## src/rtl/conv_pkg.sv

```systemverilog
// Purpose: Shared constants and types for the serial direction converter.
// Assumes: A 25 MHz pclk; APB registers are one aligned 32-bit word each.
// Notes:   Bit periods round down to whole clock cycles.
package conv_pkg;

    localparam int unsigned CLK_HZ      = 25_000_000;
    localparam int unsigned BAUD_1200   = 1200;
    localparam int unsigned BAUD_2400   = 2400;
    localparam int unsigned BAUD_4800   = 4800;
    localparam int unsigned BAUD_9600   = 9600;
    localparam int unsigned BAUD_19200  = 19200;
    localparam int unsigned BAUD_38400  = 38400;
    localparam int unsigned BAUD_115200 = 115200;

    localparam int unsigned BIT_CYC_1200   = CLK_HZ / BAUD_1200;
    localparam int unsigned BIT_CYC_2400   = CLK_HZ / BAUD_2400;
    localparam int unsigned BIT_CYC_4800   = CLK_HZ / BAUD_4800;
    localparam int unsigned BIT_CYC_9600   = CLK_HZ / BAUD_9600;
    localparam int unsigned BIT_CYC_19200  = CLK_HZ / BAUD_19200;
    localparam int unsigned BIT_CYC_38400  = CLK_HZ / BAUD_38400;
    localparam int unsigned BIT_CYC_115200 = CLK_HZ / BAUD_115200;

    localparam int          PERIOD_W   = 16;
    localparam int          RATE_POS_N = 7;

    // Rate index: position of the closed rate switch, counted from zero.
    localparam logic [2:0]  IDX_RTS    = 3'h0;
    localparam logic [2:0]  IDX_1200   = 3'h1;
    localparam logic [2:0]  IDX_2400   = 3'h2;
    localparam logic [2:0]  IDX_4800   = 3'h3;
    localparam logic [2:0]  IDX_9600   = 3'h4;
    localparam logic [2:0]  IDX_19200  = 3'h5;
    localparam logic [2:0]  IDX_38400  = 3'h6;

    localparam logic [1:0]  FMT_DEFAULT = 2'h1;
    localparam logic [3:0]  FRAME_BASE  = 4'h9;
    localparam logic [3:0]  FRAME_DEF   = 4'hA;
    localparam logic [1:0]  CAP_WAIT    = 2'h3;

    localparam logic [11:0] OFS_CTRL    = 12'h000;
    localparam logic [11:0] OFS_STATUS  = 12'h004;
    localparam logic [11:0] OFS_FRAMES  = 12'h008;
    localparam int          CTRL_FOUR   = 0;
    localparam logic        CTRL_RESET  = 1'b0;

    typedef struct packed {
        logic       rts_mode;
        logic [2:0] rate_idx;
        logic [1:0] fmt;
    } cfg_s;

    localparam cfg_s CFG_RESET = '{rts_mode: 1'b0, rate_idx: IDX_9600, fmt: FMT_DEFAULT};

    typedef enum logic [0:0] {
        DIR_RECEIVE = 1'b0,
        DIR_DRIVE   = 1'b1
    } dir_e;

endpackage : conv_pkg

```

## src/rtl/dir_converter.sv

```systemverilog
// Purpose: Host serial port to RS-485/RS-422 converter with bus direction control.
// Assumes: Switches are static levels; host and bus lines idle high.
// Notes:   Switches are read once after reset; APB holds control and status.
//
// Our own choices: the placing of the registers and the APB register port.
`timescale 1ns/1ps

////////////////////////////////////////////////////////////////////////////////
module dir_converter #(
    parameter bit          LATE_REVISION = 1'b1,
    parameter int unsigned CYC_1200      = conv_pkg::BIT_CYC_1200,
    parameter int unsigned CYC_2400      = conv_pkg::BIT_CYC_2400,
    parameter int unsigned CYC_4800      = conv_pkg::BIT_CYC_4800
) (
    input  wire logic        pclk,                  // System clock, 25 MHz.
    input  wire logic        presetn,               // Asynchronous reset, active low.
    input  wire logic        psel,                  // APB select.
    input  wire logic        penable,               // APB enable.
    input  wire logic        pwrite,                // APB write.
    input  wire logic [11:0] paddr,                 // APB byte address.
    input  wire logic [31:0] pwdata,                // APB write data.
    output logic      [31:0] prdata,                // APB read data.
    output logic             pready,                // APB ready.
    output logic             pslverr,               // APB error for unmapped address.
    input  wire logic [6:0]  rate_select_switches,  // Rate switch bank, one-hot.
    input  wire logic [1:0]  frame_format_switches, // Frame length switches.
    input  wire logic        host_txd,              // Serial data from host.
    input  wire logic        host_rts,              // Host RTS, high requests transmit.
    output logic             host_rxd,              // Serial data to host.
    input  wire logic        bus_data_in,           // Two-wire pair, received level.
    output logic             bus_data_out,          // Two-wire pair, driven level.
    output logic             bus_data_oe,           // Two-wire pair driver enable.
    output logic             tx_pair_out,           // Four-wire transmit pair.
    input  wire logic        rx_pair_in             // Four-wire receive pair.
);
    localparam int PW = conv_pkg::PERIOD_W;

    ////////////////////////////////////////////////////////////////////////////
    // Synchronisers for every switch and line input.
    logic [6:0] rate_s;
    logic [1:0] fmt_s;
    logic [3:0] line_s;
    logic [8:0] switch_s;
    logic       host_txd_s;
    logic       host_rts_s;
    logic       bus_in_s;
    logic       rx_pair_s;

    sync_2ff #(.WIDTH(9), .INIT(1'b0)) u_sync_switch (
        .pclk    (pclk),
        .presetn (presetn),
        .async_i ({rate_select_switches, frame_format_switches}),
        .sync_o  (switch_s)
    );

    sync_2ff #(.WIDTH(4), .INIT(1'b1)) u_sync_line (
        .pclk    (pclk),
        .presetn (presetn),
        .async_i ({host_txd, host_rts, bus_data_in, rx_pair_in}),
        .sync_o  (line_s)
    );

    assign {host_txd_s, host_rts_s, bus_in_s, rx_pair_s} = line_s;
    assign {rate_s, fmt_s} = switch_s;

    ////////////////////////////////////////////////////////////////////////////
    // Decoding of the switch banks.
    function automatic logic [2:0] rate_index(input logic [6:0] sw);
        logic [2:0] idx;
        case (sw)
            7'h01:   idx = conv_pkg::IDX_RTS;
            7'h02:   idx = conv_pkg::IDX_1200;
            7'h04:   idx = conv_pkg::IDX_2400;
            7'h08:   idx = conv_pkg::IDX_4800;
            7'h10:   idx = conv_pkg::IDX_9600;
            7'h20:   idx = conv_pkg::IDX_19200;
            7'h40:   idx = conv_pkg::IDX_38400;
            default: idx = conv_pkg::IDX_9600;
        endcase
        return idx;
    endfunction : rate_index

    function automatic logic [PW-1:0] bit_cycles(input logic [2:0] idx);
        logic [PW-1:0] cyc;
        case (idx)
            conv_pkg::IDX_1200:  cyc = LATE_REVISION ? PW'(conv_pkg::BIT_CYC_115200) : PW'(CYC_1200);
            conv_pkg::IDX_2400:  cyc = PW'(CYC_2400);
            conv_pkg::IDX_4800:  cyc = PW'(CYC_4800);
            conv_pkg::IDX_19200: cyc = PW'(conv_pkg::BIT_CYC_19200);
            conv_pkg::IDX_38400: cyc = PW'(conv_pkg::BIT_CYC_38400);
            default:             cyc = PW'(conv_pkg::BIT_CYC_9600);
        endcase
        return cyc;
    endfunction : bit_cycles

    ////////////////////////////////////////////////////////////////////////////
    // Power-up capture of the switches.
    conv_pkg::cfg_s cfg_q;
    logic           cfg_valid_q;
    logic [1:0]     cap_cnt_q;

    always_ff @(posedge pclk or negedge presetn)
    begin
        if (!presetn)
        begin
            cap_cnt_q   <= '0;
            cfg_valid_q <= 1'b0;
            cfg_q       <= conv_pkg::CFG_RESET;
        end
        else if (!cfg_valid_q)
        begin
            cap_cnt_q <= cap_cnt_q + 2'h1;
            if (cap_cnt_q == conv_pkg::CAP_WAIT)
            begin
                cfg_valid_q    <= 1'b1;
                cfg_q.rate_idx <= rate_index(rate_s);
                cfg_q.rts_mode <= (rate_index(rate_s) == conv_pkg::IDX_RTS);
                cfg_q.fmt      <= fmt_s;
            end
        end
    end

    // One period and one frame length serve host and bus alike.
    logic [PW-1:0] bit_cyc;
    logic [3:0]    frame_bits;

    assign bit_cyc    = bit_cycles(cfg_q.rate_idx);
    assign frame_bits = conv_pkg::FRAME_BASE + {2'h0, cfg_q.fmt};

    ////////////////////////////////////////////////////////////////////////////
    // Direction control.
    conv_pkg::dir_e dir_q;
    conv_pkg::dir_e dir_d;
    logic           host_prev_q;
    logic [3:0]     bit_idx_q;
    logic           start_edge;
    logic           tick;
    logic           frame_end;
    logic           four_wire_q;
    logic [15:0]    frames_q;
    assign start_edge = host_prev_q & ~host_txd_s;
    assign frame_end  = (dir_q == conv_pkg::DIR_DRIVE) && tick && (bit_idx_q == frame_bits - 4'h1);
    bit_timer #(.W(PW)) u_bit_timer (
        .pclk    (pclk),
        .presetn (presetn),
        .restart (dir_q == conv_pkg::DIR_RECEIVE),
        .period  (bit_cyc),
        .tick    (tick)
    );

    always_comb
    begin
        dir_d = dir_q;
        if (!cfg_valid_q)
        begin
            dir_d = conv_pkg::DIR_RECEIVE;
        end
        else if (cfg_q.rts_mode)
        begin
            dir_d = host_rts_s ? conv_pkg::DIR_DRIVE : conv_pkg::DIR_RECEIVE;
        end
        else
        begin
            case (dir_q)
                conv_pkg::DIR_RECEIVE:
                begin
                    if (start_edge)
                    begin
                        dir_d = conv_pkg::DIR_DRIVE;
                    end
                end
                conv_pkg::DIR_DRIVE:
                begin
                    if (frame_end)
                    begin
                        dir_d = conv_pkg::DIR_RECEIVE;
                    end
                end
                default: dir_d = conv_pkg::DIR_RECEIVE;
            endcase
        end
    end

    always_ff @(posedge pclk or negedge presetn)
    begin
        if (!presetn)
        begin
            dir_q       <= conv_pkg::DIR_RECEIVE;
            host_prev_q <= 1'b1;
        end
        else
        begin
            dir_q       <= dir_d;
            host_prev_q <= host_txd_s;
        end
    end

    // Bit position inside the frame being forwarded.
    always_ff @(posedge pclk or negedge presetn)
    begin
        if (!presetn)
        begin
            bit_idx_q <= '0;
        end
        else if (dir_q == conv_pkg::DIR_RECEIVE)
        begin
            bit_idx_q <= '0;
        end
        else if (tick)
        begin
            bit_idx_q <= bit_idx_q + 4'h1;
        end
    end

    always_ff @(posedge pclk or negedge presetn)
    begin
        if (!presetn)
        begin
            frames_q <= '0;
        end
        else if (frame_end && !cfg_q.rts_mode)
        begin
            frames_q <= frames_q + 16'h1;
        end
    end

    ////////////////////////////////////////////////////////////////////////////
    // Line outputs.
    always_ff @(posedge pclk or negedge presetn)
    begin
        if (!presetn)
        begin
            bus_data_out <= 1'b1;
            bus_data_oe  <= 1'b0;
            tx_pair_out  <= 1'b1;
            host_rxd     <= 1'b1;
        end
        else
        begin
            bus_data_out <= host_txd_s;
            bus_data_oe  <= (dir_d == conv_pkg::DIR_DRIVE) && !four_wire_q;
            tx_pair_out  <= host_txd_s;
            if (four_wire_q)
            begin
                host_rxd <= rx_pair_s;
            end
            else
            begin
                // The own driven bits are not echoed back to the host.
                host_rxd <= (dir_d == conv_pkg::DIR_DRIVE) ? 1'b1 : bus_in_s;
            end
        end
    end

    ////////////////////////////////////////////////////////////////////////////
    // APB slave with one wait state.
    logic        acc_first;
    logic        hit_ctrl;
    logic        hit_status;
    logic        hit_frames;
    logic [31:0] status_word;
    assign acc_first   = psel && penable && !pready;
    assign hit_ctrl    = (paddr == conv_pkg::OFS_CTRL);
    assign hit_status  = (paddr == conv_pkg::OFS_STATUS);
    assign hit_frames  = (paddr == conv_pkg::OFS_FRAMES);
    assign status_word = {20'h0, frame_bits, dir_q == conv_pkg::DIR_DRIVE, cfg_q.fmt,
                          cfg_q.rate_idx, cfg_q.rts_mode, cfg_valid_q};

    always_ff @(posedge pclk or negedge presetn)
    begin
        if (!presetn)
        begin
            pready  <= 1'b0;
            pslverr <= 1'b0;
            prdata  <= '0;
        end
        else if (acc_first)
        begin
            pready  <= 1'b1;
            pslverr <= !(hit_ctrl || hit_status || hit_frames);
            if (pwrite || !(hit_ctrl || hit_status || hit_frames))
            begin
                prdata <= '0;
            end
            else if (hit_ctrl)
            begin
                prdata <= {31'h0, four_wire_q};
            end
            else if (hit_status)
            begin
                prdata <= status_word;
            end
            else
            begin
                prdata <= {16'h0, frames_q};
            end
        end
        else
        begin
            pready  <= 1'b0;
            pslverr <= 1'b0;
            prdata  <= '0;
        end
    end

    always_ff @(posedge pclk or negedge presetn)
    begin
        if (!presetn)
        begin
            four_wire_q <= conv_pkg::CTRL_RESET;
        end
        else if (psel && penable && pready && pwrite && hit_ctrl)
        begin
            four_wire_q <= pwdata[conv_pkg::CTRL_FOUR];
        end
    end
endmodule : dir_converter

```

## src/rtl/sync_2ff.sv

```systemverilog
// Purpose: Two-flop synchroniser for asynchronous levels.
// Assumes: Inputs change slowly compared with pclk.
// Notes:   The first stage is read only by the second.
`timescale 1ns/1ps
module sync_2ff #(
    parameter int         WIDTH = 1,
    parameter logic [0:0] INIT  = 1'b1
) (
    input  wire logic             pclk,    // System clock.
    input  wire logic             presetn, // Asynchronous reset, active low.
    input  wire logic [WIDTH-1:0] async_i, // Asynchronous level in.
    output logic      [WIDTH-1:0] sync_o   // Synchronised level out.
);

    logic [WIDTH-1:0] meta_q;

    always_ff @(posedge pclk or negedge presetn)
    begin
        if (!presetn)
        begin
            meta_q <= {WIDTH{INIT}};
            sync_o <= {WIDTH{INIT}};
        end
        else
        begin
            meta_q <= async_i;
            sync_o <= meta_q;
        end
    end

endmodule : sync_2ff

```

## src/rtl/bit_timer.sv

```systemverilog
// Purpose: Counts one serial bit period and pulses at its end.
// Assumes: period is at least two cycles and stays stable while running.
// Notes:   restart clears the count so the next tick is a full period away.
`timescale 1ns/1ps
module bit_timer #(
    parameter int W = conv_pkg::PERIOD_W
) (
    input  wire logic         pclk,    // System clock.
    input  wire logic         presetn, // Asynchronous reset, active low.
    input  wire logic         restart, // Start a fresh bit period.
    input  wire logic [W-1:0] period,  // Bit period in clock cycles.
    output logic              tick     // One-cycle pulse at period end.
);

    logic [W-1:0] cnt_q;

    always_ff @(posedge pclk or negedge presetn)
    begin
        if (!presetn)
        begin
            cnt_q <= '0;
            tick  <= 1'b0;
        end
        else if (restart)
        begin
            cnt_q <= '0;
            tick  <= 1'b0;
        end
        else
        begin
            // The tick is registered, so it is raised one cycle early to land on the period end.
            cnt_q <= (cnt_q == period - W'(1)) ? '0 : cnt_q + W'(1);
            tick  <= (cnt_q == period - W'(2));
        end
    end

endmodule : bit_timer

```

## config.mk

```make
export PLATFORM = sky130hd
export DESIGN_NAME = dir_converter
export DESIGN_NICKNAME = d
export VERILOG_FILES = /design/src/rtl/conv_pkg.sv /design/src/rtl/dir_converter.sv /design/src/rtl/sync_2ff.sv /design/src/rtl/bit_timer.sv
export SDC_FILE = /design/constraint.sdc
export NUM_CORES = 1
export LEC_CHECK = 0
export ABC_AREA = 1
export ABC_CLOCK_PERIOD_IN_PS = 5100
export BUFFER_PORTS_ARGS = -buffer_cell sky130_fd_sc_hd__buf_2
export CELL_PAD_IN_SITES_DETAIL_PLACEMENT = 0
export CELL_PAD_IN_SITES_GLOBAL_PLACEMENT = 2
export CORE_AREA = 2 2 119 121
export CTS_CLUSTER_SIZE = 16
export DETAILED_ROUTE_END_ITERATION = 10
export DIE_AREA = 0 0 121 123
export PLACE_DENSITY_LB_ADDON = 0.08
export SLEW_MARGIN = 30
export SYNTH_ARGS = -nofsm -noshare
export SYNTH_HDL_FRONTEND = slang
export SYNTH_SLANG_ARGS = --single-unit
```

## constraint.sdc

```tcl
create_clock -name pclk -period 5.1 [get_ports pclk]
set_clock_uncertainty 0.2 [all_clocks]
set_input_delay 0.765 -clock pclk [delete_from_list [all_inputs] [get_ports pclk]]
set_output_delay 0.765 -clock pclk [all_outputs]
set_load 0.02 [all_outputs]
```

### Yosys cells after proc, flatten, opt, wreduce, memory -nomap -nowiden

Index checks and enable logic that the tools add are counted.

| operators by class | value |
|---|---|
| add/subtract/negate cells | 8 |
| eq/ne operators | 18 |
| multiplexer cells | 25 |
| bitwise gates (word level) | 4 |
| reduce and logical (&&, ||, !) cells | 19 |

Operator list:

| kind | count |
|---|---|
| $mux 16 | 5 |
| $pmux 14 s5 | 1 |
| $add 16x1->16 const B | 2 |
| $eq 16x16->1 | 2 |
| $mux 32 | 1 |
| $pmux 3 s6 | 1 |
| $sub 14x1->15 const B | 1 |
| $sub 14x2->15 const B | 1 |
| $eq 12x3->1 const B | 1 |
| $eq 12x4->1 const B | 1 |
| $logic_not 12->1 | 1 |
| $mux 1 | 12 |
| $logic_and 1x1->1 | 9 |
| $mux 4 | 2 |
| $eq 7x1->1 const B | 1 |
| $eq 7x2->1 const B | 1 |
| $eq 7x3->1 const B | 1 |
| $eq 7x4->1 const B | 1 |
| $eq 7x6->1 const B | 1 |
| $eq 7x7->1 const B | 1 |
| $eq 3x2->1 const B | 2 |
| $eq 3x3->1 const B | 2 |
| $mux 3 | 2 |
| $add 4x1->4 const B | 1 |
| 14 further kinds | 21 |

| storage, ports and cells | value |
|---|---|
| register bits after elaboration | 111 |
| logic and storage cells | 95 |

### Longest topological paths before layout

| logic depth | value |
|---|---|
| word-level depth | 10 |
| mapped depth | 16 |
| depth with buffers taken out | 15 |

### Modules after synthesis

Synthesis repeated with hierarchy kept, for this count alone.

| unflattened totals | value |
|---|---|
| cell total of the unflattened synthesis | 743 |
| area total of the unflattened synthesis | 5506.5 um^2 |

Modules (own cells, without submodules):

| module | times used | cells each | area each (um^2) | sequential area each (um^2) |
|---|---|---|---|---|
| dir_converter | 1 | 398 | 2982.9 | 1306.3 |
| bit_timer | 1 | 319 | 1863.0 | 425.4 |
| sync_2ff at u_sync_switch | 1 | 18 | 450.4 | 450.4 |
| sync_2ff at u_sync_line | 1 | 8 | 210.2 | 210.2 |

### Worst setup path after synthesis

OpenSTA, ideal clock, no wires.

| timing path | value |
|---|---|
| path type | flip-flop to flip-flop |
| start | reg cfg_q[4] in the netlist's numbering |
| end | reg u_bit_timer.cnt_q[11] |
| library setup time | 0.121 ns |
| arrival | 1.864 ns |
| data required time | 4.779 ns |
| setup slack | 2.915 ns |
| stages on the path, launching flop included | 14 |
| path through | dfstp_2 > nand3_1 > nand2_1 > inv_1 > ha_1 > xor2_1 > nand2_1 > nor2_1 > nand3_1 > nor2_1 > nand2_1 > nand2_2 > buf_6 > nor2_1 |

| between the ends | value |
|---|---|
| longest elaborated chain between the ends | 6 |
| elaborated cells on any way between the ends | 10 |

Ends and longest elaborated chain:

| what | line | text |
|---|---|---|
| from (decl) | dir_converter.sv:98 | `conv_pkg::cfg_s cfg_q;` |
| from (signal assigned) | dir_converter.sv:108 | `cfg_q <= conv_pkg::CFG_RESET;` |
| $eq 3x3->1 (tied with other cells) | dir_converter.sv:85 | `case (idx)` |
| $pmux 14 s5 (*) | dir_converter.sv:85 |  |
| $sub 14x1->15 (*) | bit_timer.sv:32 | `cnt_q <= (cnt_q == period - W'(1)) ? '0 : cnt_q + W'(1);` |
| $eq 16x16->1 (*) | bit_timer.sv:32 |  |
| $mux 16 (*) | bit_timer.sv:32 |  |
| $mux 16 (*) | bit_timer.sv:24 | `else if (restart)` |
| to (signal assigned) | bit_timer.sv:32 |  |
| to (decl) | bit_timer.sv:15 | `logic [W-1:0] cnt_q;` |

Mark *: on every way between the ends. The rest lies on a longest branch, timed or not.
A chain may end at the register's enable or synchronous reset.

### Worst setup path in the final report

| timing path | value |
|---|---|
| start | reg cfg_q[0] in the netlist's numbering |
| end | reg frames_q[12] |

| between the ends | value |
|---|---|
| longest elaborated chain between the ends | 5 |

Ends and longest elaborated chain:

| what | line | text |
|---|---|---|
| $add 4x2->4 | dir_converter.sv:128 | `assign frame_bits = conv_pkg::FRAME_BASE + {2'h0, cfg_q.fmt};` |
| $sub 4x1->4 | dir_converter.sv:142 | `assign frame_end = (dir_q == conv_pkg::DIR_DRIVE) && tick && (bit_idx_q == frame_bits - 4'h1);` |
| $eq 4x4->1 | dir_converter.sv:142 |  |
| $logic_and 1x1->1 | dir_converter.sv:142 |  |
| $logic_and 1x1->1 | dir_converter.sv:221 | `else if (frame_end && !cfg_q.rts_mode)` |
| to (signal assigned) | dir_converter.sv:223 | `frames_q <= frames_q + 16'h1;` |
| to (decl) | dir_converter.sv:140 | `logic [15:0] frames_q;` |

No other way between the ends.

==> out/results.tsv <==
metric	value	unit
count of final setup violators	0	
status	completed	
Clock Latency Late Sink	0.35	ns
post-place setup slack	2.20	ns
Max Fclk	0.366	GHz
global router's overall resource usage	14.6	%
Worst-Margin Slew	0.787	ns
FF-to-FF End	frames_q[12]	
utilization after layout	38.2	%
die footprint	14900	sq um
Filler cells	1396	
Pleak	0.00255	uW
first drt pass iteration count	4	
mapped cell area	4510	sq um
cts-stage hold buffer count	0	
Yosys reg bits	95	
number of global-route vias before repair	3379	
Synth Flop Type	dfrtp_1	
Antenna Cells	0	
Worst VDD drop	0.155	mV
DP HPWL	7420	um
Post-CTS Setup Inserts	0	
leading area contributor after synthesis	dfrtp_1	
Vias/cell	4.46	
synth unique cells	37	
Initial DRC Count	144	
DR vias	3351	
Yosys top cell area share	46.1	%
Hold Fails Final Rpt	0	
Initial Utilization	33.1	%
PortBufs	52	
post-route ant nets	0	
reg2reg setup slack	2.37	ns
largest net degree at the start of global routing	57	
CP arrival	2.78	ns
Avg Cell Area, Syn	8.75	sq um
R2R Path Start	cfg_q[0]	
synth top area cells	dfrtp_1 (46%), nand2_1 (8.2%), dfstp_2 (7.0%)	
GP Congestion	0.780	
most frequent CP cell	nand2_1	
register area share after synthesis	53.1	%
Die Y	123	um
wire per inst	13.3	um
H-Tree Level Count	3	
cts repair resizes	0	
synthesis-to-finish area growth	15.4	%
relative slew slack	47.4	%
Synth async-reset ratio	100	%
Crit-path slowest cell	dfstp_2	
worst path bufs/invs	2	
Ports	100	
worst setup margin	2.37	ns
first-pass GRT wire length	16800	um
layout cells sized above 1	15.4	%
Die Width	121	um
total gr overflow	0	
path depth of the worst reg2reg path	12	
non-filler cells, final	752	
Final #Nets	637	
maxcap violations	0	
crit path capture type	flip-flop	
Critical Path Stages	12	
crit-path cells	inv_1 > ha_1 > xor2_1 > inv_1 > nand2_1 > nand2_1 > nor2_2 > nand2_1 > nor2_1 > nand2_1 > nand2_1 > nand2_1	
Worst Hold Class	flip-flop to flip-flop	
hold_ws	0.148	ns
unrepaired setup endpoints after global routing	false	
CTS Sinks	95	
core area	13600	sq um
EDFF count, synth	0	
Crit path largest cell delay	0.55	ns
Cells after DPL	736	
Worst Setup SP	cfg_q[0]	
CP required	5.15	ns
CTS tree	done	
Crit Path Category	flip-flop to flip-flop	
residual DRC count	0	
Mapped Cells	515	
WL final	9990	um
CTS buffer count	9	
CP max FO	13	
worst setup path end	frames_q[12]	
fin crit share	53.5	%
initial antenna violation count	0	
delay-heaviest family, CP	simple AND/OR/NAND/NOR gates	
Synth warnings	0	
Power per Cell Area	346	nW/um^2
row cnt	43	
max-slew violations	0	
CTS Buffer Depth	2	
CP startpoint kind	flip-flop	
Clock Tree Root	clkbuf_16	
setup TNS	0	ns
clock slew at reported path FFs	0.07	ns
final period demand of the worst path	2.73	ns
power by group:
group | internal (uW) | total (uW) | switching, uW
sequential | 797 | 846 | 48.9
combinational | 75.8 | 188 | 112
clock | 451 | 763 | 312
cell type report:
class	count	area (sq um)	share of cell area [%]
Tap cell	180	225	4.33
Sequential cell	95	2390	46.0
Clock inverter	6	97.6	1.88
Timing Repair Buffer	53	270	5.20
Clock buffer	10	239	4.60
Inverter	62	233	4.48
Multi-Input combinational cell	346	1740	33.5
metal layers:
metal | vias up | part of all wire (%) | GRT usage, %
met3 | 9 | 3.6 | 4.06
met2 | 53 | 46 | 22.6
met4 | 0 | 1.3 | 4.14
li1 | 1713 | - | -
met1 | 1576 | 49 | 20.2
met5 | - | 0 | 0
stage by stage:
| step | cell area (sq um) | power [uW] |
|---|---|---|
| after floorplan | 4560 | 994 |
| after global placement | 4860 | 1050 |
| after detailed placement | 4860 | 1050 |
| after CTS | 5200 | 1830 |
| after global routing | 5200 | 1890 |
| final | 5200 | 1800 |
synth_stat cells, types with 3 or more instances:
master and number:
a21oi_1 11, nand3_1 42, clkbuf_1 3, nand4_1 8
o21ai_0 15, dfstp_2 12, buf_6 3, inv_1 61
buf_4 18, xnor2_1 4, xor2_1 25, nand2_1 98
ha_1 8, nor2_1 74, a211oi_1 9, nor3_1 17
dfrtp_1 83
sequential cells by signal (all words and copies together) (netlist names), 2 cells and up:
signal / cells
prdata: 16
u_sync_line.meta_q: 4
u_sync_line.sync_o: 4
bit_idx_q: 4
frames_q: 16
u_sync_switch.meta_q: 9
cfg_q: 6
cap_cnt_q: 2
u_bit_timer.cnt_q: 16
u_sync_switch.sync_o: 9
cells in the final DEF (no fill, tap or decap), types with 4 or more instances in the layout:
cell       count
xnor2_1        4
dfrtp_1       83
nand2_1       98
ha_1           8
dfstp_2       12
a21oi_1       11
o21ai_0       15
buf_2         51
nand4_1        8
inv_1         61
xor2_1        25
nor2_1        74
a211oi_1       9
nand3_1       42
conb_1        16
clkbuf_16      9
nor3_1        17
worst min-delay path by stage:
stage,from,depth (start not counted),slack (ns),endpoint
floorplan,u_sync_switch.meta_q[0],0,0.13,u_sync_switch.sync_o[0]
global placement,u_sync_switch.meta_q[0],0,0.13,u_sync_switch.sync_o[0]
detailed placement,u_sync_switch.meta_q[6],0,0.13,u_sync_switch.sync_o[6]
CTS,u_sync_switch.meta_q[0],0,0.15,u_sync_switch.sync_o[0]
global route,u_sync_switch.meta_q[7],0,0.15,u_sync_switch.sync_o[7]
finish,u_sync_switch.meta_q[0],0,0.15,u_sync_switch.sync_o[0]
kinds of logic (layout without fill, tap and decap cells):
family / Yosys count / after routing / share of synthesized area, %
compound gates: 42 / 42 / 5.53
xor+xnor: 29 / 29 / 5.64
fa+ha+maj: 8 / 8 / 2.22
buf+inv: 89 / 131 / 9.50
flops: 95 / 95 / 53.1
other cells: 1 / 16 / 0.0832
simple gates: 251 / 251 / 23.9
(Power assumes the default switching activity.)
